**config.mk**
```make
export PLATFORM = sky130hd
export DESIGN_NAME = cache_mode_hidden_mgmt_memory_map
export DESIGN_NICKNAME = d
export VERILOG_FILES = /design/src/core/cache_hidden_mgmt_memory_pkg.sv /design/src/core/hidden_mgmt_memory_window_decode.sv /design/src/core/cache_mode_hidden_mgmt_memory_map.sv
export SDC_FILE = /design/constraint.sdc
export NUM_CORES = 1
export LEC_CHECK = 0
export BUFFER_PORTS_ARGS = -buffer_cell sky130_fd_sc_hd__buf_4
export CAP_MARGIN = 10
export CORE_MARGIN = 4
export CORE_UTILIZATION = 51
export CTS_CLUSTER_DIAMETER = 30
export CTS_CLUSTER_SIZE = 24
export DETAILED_ROUTE_END_ITERATION = 10
export GPL_TIMING_DRIVEN = 1
export PLACE_DENSITY = 0.86
export SLEW_MARGIN = 0
export SYNTH_ARGS = -nofsm -noshare
export SYNTH_HDL_FRONTEND = slang
export SYNTH_HIERARCHICAL = 1
export SYNTH_SLANG_ARGS = --single-unit
```
**constraint.sdc**
```tcl
create_clock -name clk -period 4 [get_ports clk]
set_clock_uncertainty 0.05 [all_clocks]
set_input_delay 0.4 -clock clk [delete_from_list [all_inputs] [get_ports clk]]
set_output_delay 0.4 -clock clk [all_outputs]
set_load 0.1 [all_outputs]
```
**src/core/cache_hidden_mgmt_memory_pkg.sv**
```systemverilog
// Constants for the cache mode and hidden management memory block.
// Assumes APB byte addresses equal four times the setup control index.
package cache_hidden_mgmt_memory_pkg;

	// Setup control indexes (byte address is index times four)
	localparam logic [7:0]  IDX_SMM_ATTR       = 8'h11;
	localparam logic [7:0]  IDX_CACHE_MISC     = 8'h14;
	localparam logic [7:0]  IDX_XMI_CTRL       = 8'h9d;
	localparam logic [7:0]  IDX_CR0_IMAGE      = 8'he0;
	localparam logic [7:0]  IDX_BASE_PTR       = 8'he1;
	localparam logic [7:0]  IDX_EVT_STATUS     = 8'he2;
	localparam logic [7:0]  IDX_MODE_STATUS    = 8'he3;

	// Field positions
	localparam int          WB_SEL_BIT         = 0;
	localparam int          FLUSH_SUPPRESS_BIT = 5;
	localparam int          SMM_CACHE_EN_BIT   = 6;
	localparam int          MASTER_EN_BIT      = 0;
	localparam int          CACHE_DIS_POS      = 30;
	localparam int          NO_WT_POS          = 29;
	localparam int          EVT_PMU_BIT        = 0;
	localparam int          EVT_KBD_BIT        = 1;

	// Reset values
	localparam logic        WB_SEL_RESET       = 1'b0;
	localparam logic [1:0]  SMM_ATTR_RESET     = 2'b00;
	localparam logic        MASTER_EN_RESET    = 1'b0;
	localparam logic [1:0]  CR0_CACHE_RESET    = 2'b00;
	localparam logic [31:0] BASE_PTR_RESET     = 32'h0003_0000;

	// Management memory layout, offsets from the base pointer
	localparam logic [31:0] HIDDEN_MGMT_MEMORY_IMPL_OFS     = 32'h0000_8000;
	localparam logic [31:0] SAVE_AREA_OFS      = 32'h0000_fe00;
	localparam logic [31:0] HIDDEN_MGMT_MEMORY_END_OFS      = 32'h0000_ffff;
	localparam logic [31:0] BASE_ALIGN_MASK    = 32'hffff_8000;
	localparam logic [15:0] GP_ERROR_CODE      = 16'h0000;

	typedef enum logic [1:0] {
		MM_IDLE   = 2'b00,
		MM_FLUSH  = 2'b01,
		MM_ENTER  = 2'b10,
		MM_ACTIVE = 2'b11
	} mgmt_state_t;

endpackage : cache_hidden_mgmt_memory_pkg

```
**src/core/hidden_mgmt_memory_window_decode.sv**
```systemverilog
// Decodes an address against the relocatable hidden management memory.
// Assumes the base pointer is aligned to 32 Kbytes.
`timescale 1ns/1ps
`default_nettype none

module hidden_mgmt_memory_window_decode
	import cache_hidden_mgmt_memory_pkg::*;
(
	input  wire logic [31:0] base_ptr,
	input  wire logic [31:0] addr,
	output logic             in_window,
	output logic             in_save_area,
	output logic [14:0]      offset
);

	logic [31:0] rel;

	// Offset from the current base pointer
	always_comb begin
		rel          = addr - base_ptr;
		in_window    = (rel >= HIDDEN_MGMT_MEMORY_IMPL_OFS) && (rel <= HIDDEN_MGMT_MEMORY_END_OFS);
		in_save_area = (rel >= SAVE_AREA_OFS) && (rel <= HIDDEN_MGMT_MEMORY_END_OFS);
		offset       = rel[14:0];
	end

endmodule : hidden_mgmt_memory_window_decode

`default_nettype wire

```
**src/core/cache_mode_hidden_mgmt_memory_map.sv**
```systemverilog
// Cache mode control and hidden management memory map with APB registers.
// Assumes sources, core and cache logic on clk; APB master per protocol.
//
// The APB slave port and the register addresses were decided locally.
`timescale 1ns/1ps
`default_nettype none

module cache_mode_hidden_mgmt_memory_map
	import cache_hidden_mgmt_memory_pkg::*;
#(
	parameter int CACHE_BYTES = 8192
) (
	input  wire logic        clk,
	input  wire logic        reset,
	// APB slave
	input  wire logic        psel,
	input  wire logic        penable,
	input  wire logic        pwrite,
	input  wire logic [11:0] paddr,
	input  wire logic [31:0] pwdata,
	output logic [31:0]      prdata,
	output logic             pready,
	output logic             pslverr,
	// Control register writes from the core
	input  wire logic        cr0_wr,
	input  wire logic [31:0] cr0_wr_data,
	output logic             gp_fault,
	output logic [15:0]      gp_error_code,
	// Cache controls
	output logic             line_fill_en,
	output logic             write_through_en,
	output logic             invalidate_en,
	output logic             cache_flush_req,
	input  wire logic        cache_flush_done,
	// Per-access lookup
	input  wire logic        acc_valid,
	input  wire logic [31:0] acc_addr,
	input  wire logic        acc_isa,
	input  wire logic        acc_noncache,
	input  wire logic        acc_dma,
	output logic             acc_done,
	output logic             acc_cacheable,
	output logic             acc_write_back,
	output logic             acc_to_hidden_mgmt_memory,
	output logic             acc_save_area,
	output logic [14:0]      acc_hidden_mgmt_memory_offset,
	// Management interrupt sources and core
	input  wire logic        pmu_mgmt_req,
	input  wire logic        kbd_mgmt_req,
	input  wire logic        rsm_exec,
	output logic             mgmt_interrupt,
	output logic             mgmt_mode,
	output logic [31:0]      handler_entry_addr
);

	logic        wb_sel_r;
	logic [1:0]  smm_attr_r;
	logic        master_en_r;
	logic        cache_disable_bit_r;
	logic        no_write_through_bit_r;
	logic [31:0] mgmt_memory_base_pointer_r;
	logic [1:0]  evt_pend_r;
	logic [7:0]  fault_cnt_r;
	mgmt_state_t state_r;
	mgmt_state_t state_nxt;
	logic [7:0]  idx;
	logic        wr_en;
	logic        rd_setup;
	logic        mapped;
	logic [31:0] rd_val;
	logic        win_hit;
	logic        win_save;
	logic [14:0] win_ofs;
	logic        int_pending;
	logic        bad_combo;

	// Valid cache-bit combination check
	function automatic logic combo_ok(input logic cd, input logic nw);
		combo_ok = !(!cd && nw);
	endfunction : combo_ok

	// Index decode from a byte address
	function automatic logic [7:0] reg_index(input logic [11:0] a);
		reg_index = a[9:2];
	endfunction : reg_index

	function automatic logic idx_mapped(input logic [7:0] i);
		case (i)
			IDX_SMM_ATTR, IDX_CACHE_MISC, IDX_XMI_CTRL, IDX_CR0_IMAGE,
			IDX_BASE_PTR, IDX_EVT_STATUS, IDX_MODE_STATUS: idx_mapped = 1'b1;
			default: idx_mapped = 1'b0;
		endcase
	endfunction : idx_mapped

	// APB decode, zero wait states
	assign idx      = reg_index(paddr);
	assign mapped   = idx_mapped(idx) && (paddr[11:10] == 2'b00) && (paddr[1:0] == 2'b00);
	assign wr_en    = psel && penable && pwrite && mapped;
	assign rd_setup = psel && !penable && !pwrite;
	assign pready   = psel && penable;
	assign pslverr  = psel && penable && !mapped;

	always_comb begin
		rd_val = 32'h0000_0000;
		case (idx)
			IDX_SMM_ATTR: begin
				rd_val[FLUSH_SUPPRESS_BIT] = smm_attr_r[0];
				rd_val[SMM_CACHE_EN_BIT]   = smm_attr_r[1];
			end
			IDX_CACHE_MISC:  rd_val[WB_SEL_BIT] = wb_sel_r;
			IDX_XMI_CTRL:    rd_val[MASTER_EN_BIT] = master_en_r;
			IDX_CR0_IMAGE: begin
				rd_val[CACHE_DIS_POS] = cache_disable_bit_r;
				rd_val[NO_WT_POS]     = no_write_through_bit_r;
			end
			IDX_BASE_PTR:    rd_val = mgmt_memory_base_pointer_r;
			IDX_EVT_STATUS:  rd_val[1:0] = evt_pend_r;
			IDX_MODE_STATUS: rd_val = {fault_cnt_r, 22'h000000, state_r};
			default:         rd_val = 32'h0000_0000;
		endcase
	end

	// Read data captured in the setup cycle
	always_ff @(posedge clk or posedge reset) begin
		if (reset) begin
			prdata <= 32'h0000_0000;
		end else if (rd_setup) begin
			prdata <= mapped ? rd_val : 32'h0000_0000;
		end
	end

	// Write-through by default, write-back on request
	always_ff @(posedge clk or posedge reset) begin
		if (reset) begin
			wb_sel_r <= WB_SEL_RESET;
		end else if (wr_en && idx == IDX_CACHE_MISC) begin
			wb_sel_r <= pwdata[WB_SEL_BIT];
		end
	end

	// Flush suppress and cache-in-management-mode bits
	always_ff @(posedge clk or posedge reset) begin
		if (reset) begin
			smm_attr_r <= SMM_ATTR_RESET;
		end else if (wr_en && idx == IDX_SMM_ATTR) begin
			smm_attr_r <= {pwdata[SMM_CACHE_EN_BIT], pwdata[FLUSH_SUPPRESS_BIT]};
		end
	end

	always_ff @(posedge clk or posedge reset) begin
		if (reset) begin
			master_en_r <= MASTER_EN_RESET;
		end else if (wr_en && idx == IDX_XMI_CTRL) begin
			master_en_r <= pwdata[MASTER_EN_BIT];
		end
	end

	// Base pointer kept aligned to 32 Kbytes
	always_ff @(posedge clk or posedge reset) begin
		if (reset) begin
			mgmt_memory_base_pointer_r <= BASE_PTR_RESET;
		end else if (wr_en && idx == IDX_BASE_PTR) begin
			mgmt_memory_base_pointer_r <= pwdata & BASE_ALIGN_MASK;
		end
	end

	// Disable clear with no-write-through set is refused
	assign bad_combo = cr0_wr && !combo_ok(cr0_wr_data[CACHE_DIS_POS], cr0_wr_data[NO_WT_POS]);

	// Control register cache bits with invalid combination fault
	always_ff @(posedge clk or posedge reset) begin
		if (reset) begin
			cache_disable_bit_r    <= CR0_CACHE_RESET[1];
			no_write_through_bit_r <= CR0_CACHE_RESET[0];
		end else if (cr0_wr && !bad_combo) begin
			cache_disable_bit_r    <= cr0_wr_data[CACHE_DIS_POS];
			no_write_through_bit_r <= cr0_wr_data[NO_WT_POS];
		end
	end

	always_ff @(posedge clk or posedge reset) begin
		if (reset) begin
			gp_fault      <= 1'b0;
			gp_error_code <= GP_ERROR_CODE;
		end else begin
			gp_fault      <= bad_combo;
			gp_error_code <= GP_ERROR_CODE;
		end
	end

	// Count of refused control writes
	always_ff @(posedge clk or posedge reset) begin
		if (reset) begin
			fault_cnt_r <= 8'h00;
		end else if (bad_combo) begin
			fault_cnt_r <= fault_cnt_r + 8'h01;
		end
	end

	// Cache operation enables from the decoded mode
	always_ff @(posedge clk or posedge reset) begin
		if (reset) begin
			line_fill_en     <= 1'b0;
			write_through_en <= 1'b0;
			invalidate_en    <= 1'b0;
		end else begin
			case ({cache_disable_bit_r, no_write_through_bit_r})
				2'b11: begin
					line_fill_en     <= 1'b0;
					write_through_en <= 1'b0;
					invalidate_en    <= 1'b0;
				end
				2'b10: begin
					line_fill_en     <= 1'b0;
					write_through_en <= 1'b1;
					invalidate_en    <= 1'b1;
				end
				default: begin
					line_fill_en     <= 1'b1;
					write_through_en <= 1'b1;
					invalidate_en    <= 1'b1;
				end
			endcase
		end
	end

	hidden_mgmt_memory_window_decode u_window (
		.base_ptr     (mgmt_memory_base_pointer_r),
		.addr         (acc_addr),
		.in_window    (win_hit),
		.in_save_area (win_save),
		.offset       (win_ofs)
	);

	// Per-access cacheability and management memory steering
	always_ff @(posedge clk or posedge reset) begin
		if (reset) begin
			acc_done         <= 1'b0;
			acc_cacheable    <= 1'b0;
			acc_write_back   <= 1'b0;
			acc_to_hidden_mgmt_memory     <= 1'b0;
			acc_save_area    <= 1'b0;
			acc_hidden_mgmt_memory_offset <= 15'h0000;
		end else begin
			acc_done         <= acc_valid;
			acc_cacheable    <= acc_valid && !acc_isa && !acc_noncache && !cache_disable_bit_r
				&& !(mgmt_mode && !smm_attr_r[1]);
			acc_write_back   <= acc_valid && !acc_isa && !acc_noncache && wb_sel_r;
			acc_to_hidden_mgmt_memory     <= acc_valid && mgmt_mode && !acc_dma && win_hit;
			acc_save_area    <= acc_valid && mgmt_mode && !acc_dma && win_save;
			acc_hidden_mgmt_memory_offset <= win_ofs;
		end
	end

	// Sticky interrupt sources; a new request beats a clear
	always_ff @(posedge clk or posedge reset) begin
		if (reset) begin
			evt_pend_r <= 2'b00;
		end else begin
			for (int i = 0; i < 2; i++) begin
				if (wr_en && idx == IDX_EVT_STATUS && pwdata[i]) begin
					evt_pend_r[i] <= 1'b0;
				end
			end
			if (pmu_mgmt_req) begin
				evt_pend_r[EVT_PMU_BIT] <= 1'b1;
			end
			if (kbd_mgmt_req) begin
				evt_pend_r[EVT_KBD_BIT] <= 1'b1;
			end
		end
	end

	assign int_pending = (|evt_pend_r) && master_en_r;

	// Management mode sequencing
	always_comb begin
		state_nxt = state_r;
		case (state_r)
			MM_IDLE: begin
				if (int_pending) begin
					state_nxt = smm_attr_r[0] ? MM_ENTER : MM_FLUSH;
				end
			end
			MM_FLUSH: begin
				if (cache_flush_done) begin
					state_nxt = MM_ENTER;
				end
			end
			MM_ENTER:  state_nxt = MM_ACTIVE;
			MM_ACTIVE: begin
				if (rsm_exec) begin
					state_nxt = MM_IDLE;
				end
			end
			default:   state_nxt = MM_IDLE;
		endcase
	end

	always_ff @(posedge clk or posedge reset) begin
		if (reset) begin
			state_r <= MM_IDLE;
		end else begin
			state_r <= state_nxt;
		end
	end

	always_ff @(posedge clk or posedge reset) begin
		if (reset) begin
			mgmt_interrupt  <= 1'b0;
			mgmt_mode       <= 1'b0;
			cache_flush_req <= 1'b0;
		end else begin
			mgmt_interrupt  <= (state_nxt == MM_ENTER);
			mgmt_mode       <= (state_nxt == MM_ENTER) || (state_nxt == MM_ACTIVE);
			cache_flush_req <= (state_nxt == MM_FLUSH);
		end
	end

	// Handler entry follows the base pointer
	always_ff @(posedge clk or posedge reset) begin
		if (reset) begin
			handler_entry_addr <= 32'h0000_0000;
		end else begin
			handler_entry_addr <= mgmt_memory_base_pointer_r + HIDDEN_MGMT_MEMORY_IMPL_OFS;
		end
	end

endmodule : cache_mode_hidden_mgmt_memory_map

`default_nettype wire

```
---- After elaboration in Yosys (flattened, before gate mapping) ----
Index checks and enable logic that the tools add are counted.
cells by class
  $add $sub $neg .......................... 3
  $lt $le $gt $ge ......................... 3
  equal/unequal tests ..................... 15
  muxes and demuxes ....................... 19
  reduce and logical (&&, ||, !) cells .... 51
operator list
  kind                    number
  $ge 32x16->1 const B    2
  $pmux 22 s2             1
  $eq 8x8->1 const B      5
  $add 32x16->32 const B  1
  $le 32x16->1 const B    1
  $mux 32                 1
  $sub 32x32->32          1
  $logic_and 1x1->1       31
  $eq 8x5->1 const B      2
  $eq 2x2->1 const B      6
  $logic_not 1->1         11
  $mux 2                  5
  $add 8x1->8 const B     1
  $pmux 2 s4              1
  $mux 1                  7
  $reduce_or 7->1         1
  $logic_not 2->1         3
  $pmux 2 s3              1
  $eq 2x1->1 const B      2
  $pmux 1 s2              2
  $pmux 1 s4              1
  $reduce_bool 2->1       2
  $reduce_or 2->1         2
  $logic_or 1x1->1        1
storage, ports and cells
  bits in registers ....................... 125
  input bits .............................. 122
  output and inout bits ................... 109

---- Depth between registers and ports, before layout ----
Gate-level depths: netlist (run 1).
  depth after elaboration ................. 10
  gate-level depth with buffers ........... 12

---- Hierarchy ----
The synthesis (run 1) kept the hierarchy.
by module, submodules not included
  module                             times used  cells an instance  area each (µm²)  seq. area each (µm²)
  cache_mode_hidden_mgmt_memory_map  1           350                4,320.4          2,479.9
  hidden_mgmt_memory_window_decode   1           344                2,245.9          0.0

---- Worst setup path before layout (run 1) ----
Ideal clock, no wire load.
  path type ............................... register to register
  start point ............................. register mgmt_memory_base_pointer_r[25]
  end point ............................... register acc_to_hidden_mgmt_memory
  setup time .............................. 70 ps
  data arrival time ....................... 3,172 ps
  required time ........................... 3,880 ps
  setup slack ............................. 707 ps
  stages on the path, launching flop included .. 13
  path buffers ............................ 1
  period minus slack after synthesis ...... 3,293 ps
  cells stage by stage .................... dfrtp_1 inv_1 ha_1 buf_6 a21o_1 a21o_1 a31o_1 a211oi_2 nand4_1 or4_1 or4_4 nor4b_2 and4b_1
on the way
  longest elaborated chain between the ends .. 4
  elaborated cells on any way between the ends .. 5
  classes of those cells .................. add/sub (1); order compare (2); reduce/logical (2)
RTL lines
  item                                          line                                      RTL
  start, declared                               cache_mode_hidden_mgmt_memory_map.sv:61   logic [31:0] mgmt_memory_base_pointer_r;
  start signal, assigned                        cache_mode_hidden_mgmt_memory_map.sv:163  mgmt_memory_base_pointer_r <= pwdata & BASE_ALIGN_MASK;
  $sub 32x32->32 (*)                            hidden_mgmt_memory_window_decode.sv:20    rel = addr - base_ptr;
  $ge 32x16->1 or $le 32x16->1 (tied branches)  hidden_mgmt_memory_window_decode.sv:21    in_window = (rel >= HIDDEN_MGMT_MEMORY_IMPL_OFS) && (rel <= HIDDEN_MGMT_MEMORY_END_OFS);
  $logic_and 1x1->1 (*)                         hidden_mgmt_memory_window_decode.sv:21
  via win_hit                                   cache_mode_hidden_mgmt_memory_map.sv:71   logic win_hit;
  $logic_and 1x1->1 (*)                         cache_mode_hidden_mgmt_memory_map.sv:249  acc_to_hidden_mgmt_memory <= acc_valid && mgmt_mode && !acc_dma && win_hit;
  end signal, assigned                          cache_mode_hidden_mgmt_memory_map.sv:249
  end, declared                                 cache_mode_hidden_mgmt_memory_map.sv:44   output logic acc_to_hidden_mgmt_memory,
The timed path passes the listed nets; every way through them passes the cells marked *.
A chain may end at the register's enable or synchronous reset.

---- Final worst setup path (run 1) ----
  start point ............................. register mgmt_memory_base_pointer_r[17]
  end point ............................... register acc_save_area
on the way
  longest elaborated chain between the ends .. 4
  elaborated cells on any way between the ends .. 5
  classes of those cells .................. add/sub (1); order compare (2); reduce/logical (2)
RTL lines
  item                                          line                                      RTL
  $sub 32x32->32 (*)                            hidden_mgmt_memory_window_decode.sv:20
  $ge 32x16->1 or $le 32x16->1 (tied branches)  hidden_mgmt_memory_window_decode.sv:22    in_save_area = (rel >= SAVE_AREA_OFS) && (rel <= HIDDEN_MGMT_MEMORY_END_OFS);
  $logic_and 1x1->1 (*)                         hidden_mgmt_memory_window_decode.sv:22
  via win_save                                  cache_mode_hidden_mgmt_memory_map.sv:72   logic win_save;
  $logic_and 1x1->1 (*)                         cache_mode_hidden_mgmt_memory_map.sv:250  acc_save_area <= acc_valid && mgmt_mode && !acc_dma && win_save;
  end signal, assigned                          cache_mode_hidden_mgmt_memory_map.sv:250
  end, declared                                 cache_mode_hidden_mgmt_memory_map.sv:45   output logic acc_save_area,
Marks and branches as above.

==> qor.yml, run 1 <==
finish:
  final_common_cell: "buf_4"
  mostFrequentLayoutCells: "buf_4, dfrtp_1, conb_1"
  layout-drive-gt1-share: 0.254
  multi_input_area_um2: 3590
  antennaDiodeCount: 0
  fin_nets: 1000
  design_area_um2: 7950
  layout.area.seq_um2: 2480
  n_fill_cell: 1067
  area_delta_synth_final_pct: 21.1
  final_core_util: 0.630
floorplan:
  rows: 41
  io_pins: 231
  die_x_um: 121
  start_util: 0.520
  die_area_um2: 14800
  core_um2: 12600
  die_h_um: 121
clock_tree:
  clock_latency_ns: 0.34
  post_cts_buffers: 0
  cts_tree: "built"
  clockRootBuffer: "clkbuf_16"
  clk_pin_slew_worst_paths_ns: 0.06
  cts_sinks: 99
  cts_buffers: 9
  htreeDepth: 3
  clockBufferDepth: 2
timing:
  slew-limit-headroom: 0.346
  fin_crit_ns: 3.80
  rsz0062_at_grt: "false"
  finalHoldViolCount: 0
  max_freq_mhz: 263
  slew_violations: 0
  setup_viol: 0
  hold_ws_ns: 0.0133
  fin_setup_tns_ns: 0
  finalWorstSetupSlack_ns: 0.197
  period_share: 0.951
  worst_pin_slew_ns: 0.981
power_and_ir_drop:
  power_density_nw_per_um2: 396
  swShare: 0.401
  vdd_ir_drop_max_mv: 0.241
  sequentialPowerShare: 0.364
  combPwrFrac: 0.357
  intPower_w: 0.00189
  pwr-share-clk: 0.278
  p_leak_nw: 3.86
  p_switching_w: 0.00126
route:
  drt_iter0_markers: 425
  drtPass1Iterations: 5
  drtAntennaViolNets: 0
  routed-wl-met2_um: 8220
  wl_per_cell_um: 16.5
  dr.max_layer_used: "met4"
  vias_per_cell: 5.53
  wl_met1_um: 6880
  wl_met3_um: 1180
  wl_um: 16800
  vias: 5639
  drc: 0
setup_path:
  end_kind: "flop"
  cp_max_fo: 8
  cp-start-kind: "flop"
  crit_path_start: "mgmt_memory_base_pointer_r[17]"
  reg2reg_slack_ns: 0.20
  worst-r2r-cell-count: 11
  cp_data_arrival_time_ns: 4.02
  r2r_start: "mgmt_memory_base_pointer_r[17]"
  r2r-end: "acc_save_area"
  crit_type: "reg2reg"
  worstPathRequired_ns: 4.22
  cp-endpoint: "acc_save_area"
yosys:
  syn_avg_cell_area_um2: 9.46
  synth_edf_count: 0
  yosys_warnings: 6
  async_reset_ff_frac: 1.00
  synth_cell_type_count: 86
  synth_flop_cell: "dfrtp_1"
  yosysSeqAreaShare: 0.378
  syn_inst: 694
  synthesis.area_um2: 6570
  synth.ff_latch_count: 99
grt:
  grt_pass1_wl_um: 26700
  antenna_found_initial: 0
  grt_overflow: 0
  grt_usage: 0.226
  grt_pass1_vias: 5458
  grt_max_degree: 41
min_path:
  hp-class: "in2async"
outcome:
  status: "finished, final reports clean"
placed_design:
  post-place-ws_ns: 0.259
  gp_congestion: 0.932
  io_buffers: 147
  place_area_um2: 7640
  hpwl_um: 13500
job:
  cap_violations: 0
[worst max-delay path, stage by stage (launching register included)]
cell	delay [ns]
dfstp_2	0.62
inv_1	0.06
ha_1	0.38
a21oi_1	0.31
o21ai_0	0.14
a21o_1	0.20
a21oi_1	0.14
a211oi_1	0.08
or4_1	0.52
or4_4	0.55
nor4_2	0.40
and4b_1	0.28
[cell usage after synthesis (13+ instances only)]
cell type	count	share of area
nor2_1	37	0.021
buf_4	43	0.049
nand4_1	15	0.014
inv_1	56	0.032
dfrtp_1	97	0.37
nand2_1	57	0.033
o21ai_0	31	0.024
nand3_1	21	0.016
ha_1	33	0.063
a21o_1	13	0.015
xor2_1	16	0.021
mux2_2	14	0.024
a21oi_1	39	0.030
xnor2_1	22	0.029
[through the flow]
step | total power [W] | instances
after floorplan | 0.00206 | 751
after global placement | 0.00227 | 1005
after detailed placement | 0.00228 | 1005
after CTS | 0.00316 | 1020
after global routing | 0.00328 | 1020
final | 0.00315 | 1020
[flip-flops by register name (all words and copies together), names as in the netlist, 2 cells and up]
| register | flops |
|---|---|
| prdata | 21 |
| smm_attr_r | 2 |
| state_r | 2 |
| acc_hidden_mgmt_memory_offset | 15 |
| handler_entry_addr | 17 |
| evt_pend_r | 2 |
| mgmt_memory_base_pointer_r | 17 |
| fault_cnt_r | 8 |
[how the worst min path moves through the flow]
stage | to | cells past startpoint
6_report | handler_entry_addr[18] | 2
5_1_grt | handler_entry_addr[18] | 2
4_1_cts | handler_entry_addr[18] | 2
3_5_place_dp | handler_entry_addr[18] | 2
3_3_place_gp | cache_flush_req | 2
2_1_floorplan | invalidate_en | 1
[metal layers]
| layer | global-route usage | vias to the layer above |
|---|---|---|
| li1 | - | 2672 |
| met1 | 0.280 | 2708 |
| met2 | 0.380 | 223 |
| met3 | 0.0457 | 36 |
| met4 | 0.0994 | 0 |
| met5 | 0 | - |
[repair_timing]
action	in CTS	in global routing
endpoints found under the setup margin	0	1
resized for setup	0	1
hold buffers	0	0
[power by group through the flow]
stage | combinational (W) | sequential [W] | clock, W
global route | 0.00119 | 0.00116 | 0.000933
global placement | 0.00111 | 0.00116 | 0
finish | 0.00113 | 0.00115 | 0.000876
detailed placement | 0.00112 | 0.00116 | 0
floorplan | 0.000557 | 0.00150 | 0
CTS | 0.00112 | 0.00115 | 0.000891
[kinds of logic (layout without fill, tap and decap cells)]
| family | count (synthesis) | count (layout) | synth area share |
|---|---|---|---|
| compound gates | 164 | 164 | 0.172 |
| xor+xnor | 38 | 38 | 0.0507 |
| fa+ha+maj | 34 | 34 | 0.0659 |
| buf+inv | 127 | 224 | 0.109 |
| flops | 99 | 99 | 0.378 |
| mux | 36 | 36 | 0.0652 |
| other cells | 1 | 58 | 0.000571 |
| simple gates | 195 | 195 | 0.159 |
[final cells by class]
cell class	instances	share of cell area
Multi-Input combinational cell	525	0.452
Sequential cell	99	0.312
Timing Repair Buffer	153	0.144
Clock buffer	12	0.0323
Tap cell	172	0.0271
Inverter	56	0.0268
Clock inverter	3	0.00598
(Power assumes the default switching activity.)
==> run 2: changes to the inputs <==
--- a/config.mk
+++ b/config.mk
@@ -8,12 +8,12 @@
 export BUFFER_PORTS_ARGS = -buffer_cell sky130_fd_sc_hd__buf_4
 export CAP_MARGIN = 10
 export CORE_MARGIN = 4
-export CORE_UTILIZATION = 51
+export CORE_UTILIZATION = 37
 export CTS_CLUSTER_DIAMETER = 30
 export CTS_CLUSTER_SIZE = 24
 export DETAILED_ROUTE_END_ITERATION = 10
 export GPL_TIMING_DRIVEN = 1
-export PLACE_DENSITY = 0.86
+export PLACE_DENSITY = 0.67
 export SLEW_MARGIN = 0
 export SYNTH_ARGS = -nofsm -noshare
 export SYNTH_HDL_FRONTEND = slang
==> qor.yml, run 2 (synthesis gave the netlist of run 1 again) <==
route:
  drtAntennaViolNets: 0  # unchanged
  vias_per_cell: 5.10  # -7.7%
  wl_per_cell_um: 16.0  # -2.8%
  drt_iter0_markers: 326  # -23%
  drtPass1Iterations: 5  # unchanged
  wl_um: 17200  # +2.6%
  drc: 0  # unchanged
  vias: 5496  # -2.5%
finish:
  largestRegisters: "prdata: 21 flops, handler_entry_addr: 17 flops, mgmt_memory_base_pointer_r: 17 flops"
  layout.area.seq_um2: 2480  # unchanged
  mostFrequentLayoutCells: "buf_4, dfrtp_1, conb_1"
  n_fill_cell: 1696  # +59%
  multi_input_area_um2: 3590  # -0.10%
  fin_nets: 1003  # +0.30%
  final_common_cell: "buf_4"
  regMostFlops: "prdata"
  antennaDiodeCount: 0  # unchanged
  largest_register_ffs: 21  # unchanged
  area_delta_synth_final_pct: 22.0
  layout-drive-gt1-share: 0.256  # +0.00233
grt:
  met3_usage: 0.0319  # -0.0138
  antenna_found_initial: 0  # unchanged
  top_usage_layer: "met2"
  grt_overflow: 0  # unchanged
  grt_pass1_wl_um: 27600  # +3.3%
  grt_max_degree: 72  # +76%
  grt_pass1_vias: 5328  # -2.4%
  grt.met1_usage: 0.228  # -0.0516
  grt_usage: 0.172  # -0.0540
  use_met2: 0.283  # -0.0976
setup_path:
  worst-r2r-cell-count: 11  # unchanged
  cp_data_arrival_time_ns: 3.96  # -0.06 ns
  worstPathRequired_ns: 4.23  # about the same
  end_kind: "flop"
  cp-start-kind: "flop"
  cp_max_fo: 11  # +3
  crit_type: "reg2reg"
clock_tree:
  clockBufferDepth: 2  # unchanged
  htreeDepth: 3  # unchanged
  clockRootBuffer: "clkbuf_16"
  cts_tree: "built"
  clk_pin_slew_worst_paths_ns: 0.07  # about the same
  cts_buffers: 9  # unchanged
  post_cts_buffers: 0  # unchanged
  hold_buffers: 0  # unchanged
  postCtsResizedCells: 0  # unchanged
  cts_sinks: 99  # unchanged
  clock_latency_ns: 0.34  # about the same
floorplan:
  die_h_um: 141  # +16%
  die_area_um2: 19900  # +35%
  rows: 48  # +17%
  die_x_um: 141  # +16%
  io_pins: 231  # unchanged
  core_um2: 17400  # +38%
  start_util: 0.378  # -0.142
placed_design:
  post-place-ws_ns: 0.237  # -0.0223 ns
  gp_congestion: 0.929  # -0.34%
  hpwl_um: 14100  # +4.4%
  io_buffers: 147  # unchanged
timing:
  max_freq_mhz: 268  # +1.8%
  worst_pin_slew_ns: 0.982  # +0.000972 ns
  fin_crit_ns: 3.74  # -0.0662 ns
  setup_viol: 0  # unchanged
  period_share: 0.934  # -0.0166
  rsz0062_at_grt: "false"
  fin_setup_tns_ns: 0  # unchanged
  finalWorstSetupSlack_ns: 0.263  # +0.0662 ns
  slew_violations: 0  # unchanged
  slew-limit-headroom: 0.345  # -0.000649
  finalHoldViolCount: 0  # unchanged
outcome:
  status: "finished, final reports clean"
power_and_ir_drop:
  p_leak_nw: 3.87  # +0.15%
  vdd_ir_drop_max_mv: 0.273  # +13%
  power_density_nw_per_um2: 385  # -2.7%
min_path:
  hold_depth: 1
  hp-class: "in2reg"
job:
  cap_violations: 0  # unchanged
==> run 2: critical path: stages, from the launching register on <==
cell and delay, ns:
dfrtp_1 0.45, inv_1 0.08, ha_1 0.44, a21oi_1 0.37, o211ai_1 0.15, a21bo_2 0.24, a21oi_1 0.12, a211oi_1 0.08
or4_1 0.52, or4_4 0.54, nor4_2 0.39, and4b_1 0.25
==> run 2: path summary, 6_finish.rpt <==
| path | from | end | slack, ns |
|---|---|---|---|
| worst max-delay path | mgmt_memory_base_pointer_r[27] | acc_save_area | 0.26 |
| worst min-delay path | acc_valid | acc_done | 0.15 |
| worst max register to register | mgmt_memory_base_pointer_r[27] | acc_save_area | 0.26 |
| worst min register to register | cache_disable_bit_r | invalidate_en | 0.42 |
| max in group asynchronous | reset | mgmt_memory_base_pointer_r[26] | 2.79 |
| min in group asynchronous | reset | mgmt_interrupt | 0.20 |
==> run 2: final cells by class <==
cell class,count,area share
clock buffer,11,0.0303
clock inverter,5,0.00453
inverter,56,0.0266
multi-input combinational,525,0.448
sequential,99,0.310
tap,225,0.0351
timing repair buffer,156,0.146
==> run 2: power by group <==
part	switching, W	total (W)	internal (W)
Combinational	0.000844	0.00113	0.000285
Sequential	0.0000578	0.00114	0.00108
Clock	0.000374	0.000816	0.000443
==> run 2: through the flow <==
step                      instance area [um2]   util  total power, W  hold WS (ns)  instances
after detailed placement                 7730  0.446         0.00229         0.419       1061
after floorplan                          6780      -         0.00206         0.377        751
after CTS                                8010  0.462         0.00311         0.131       1077
final                                    8010  0.462         0.00309         0.146       1077
after global placement                   7730  0.446         0.00228         0.407       1061
after global routing                     8010  0.462         0.00323         0.135       1077
==> run 2: per-layer routing <==
metal	vias up	share of wire
met3	26	0.067
met5	-	0
met4	0	0.024
li1	2681	-
met1	2620	0.43
met2	169	0.48
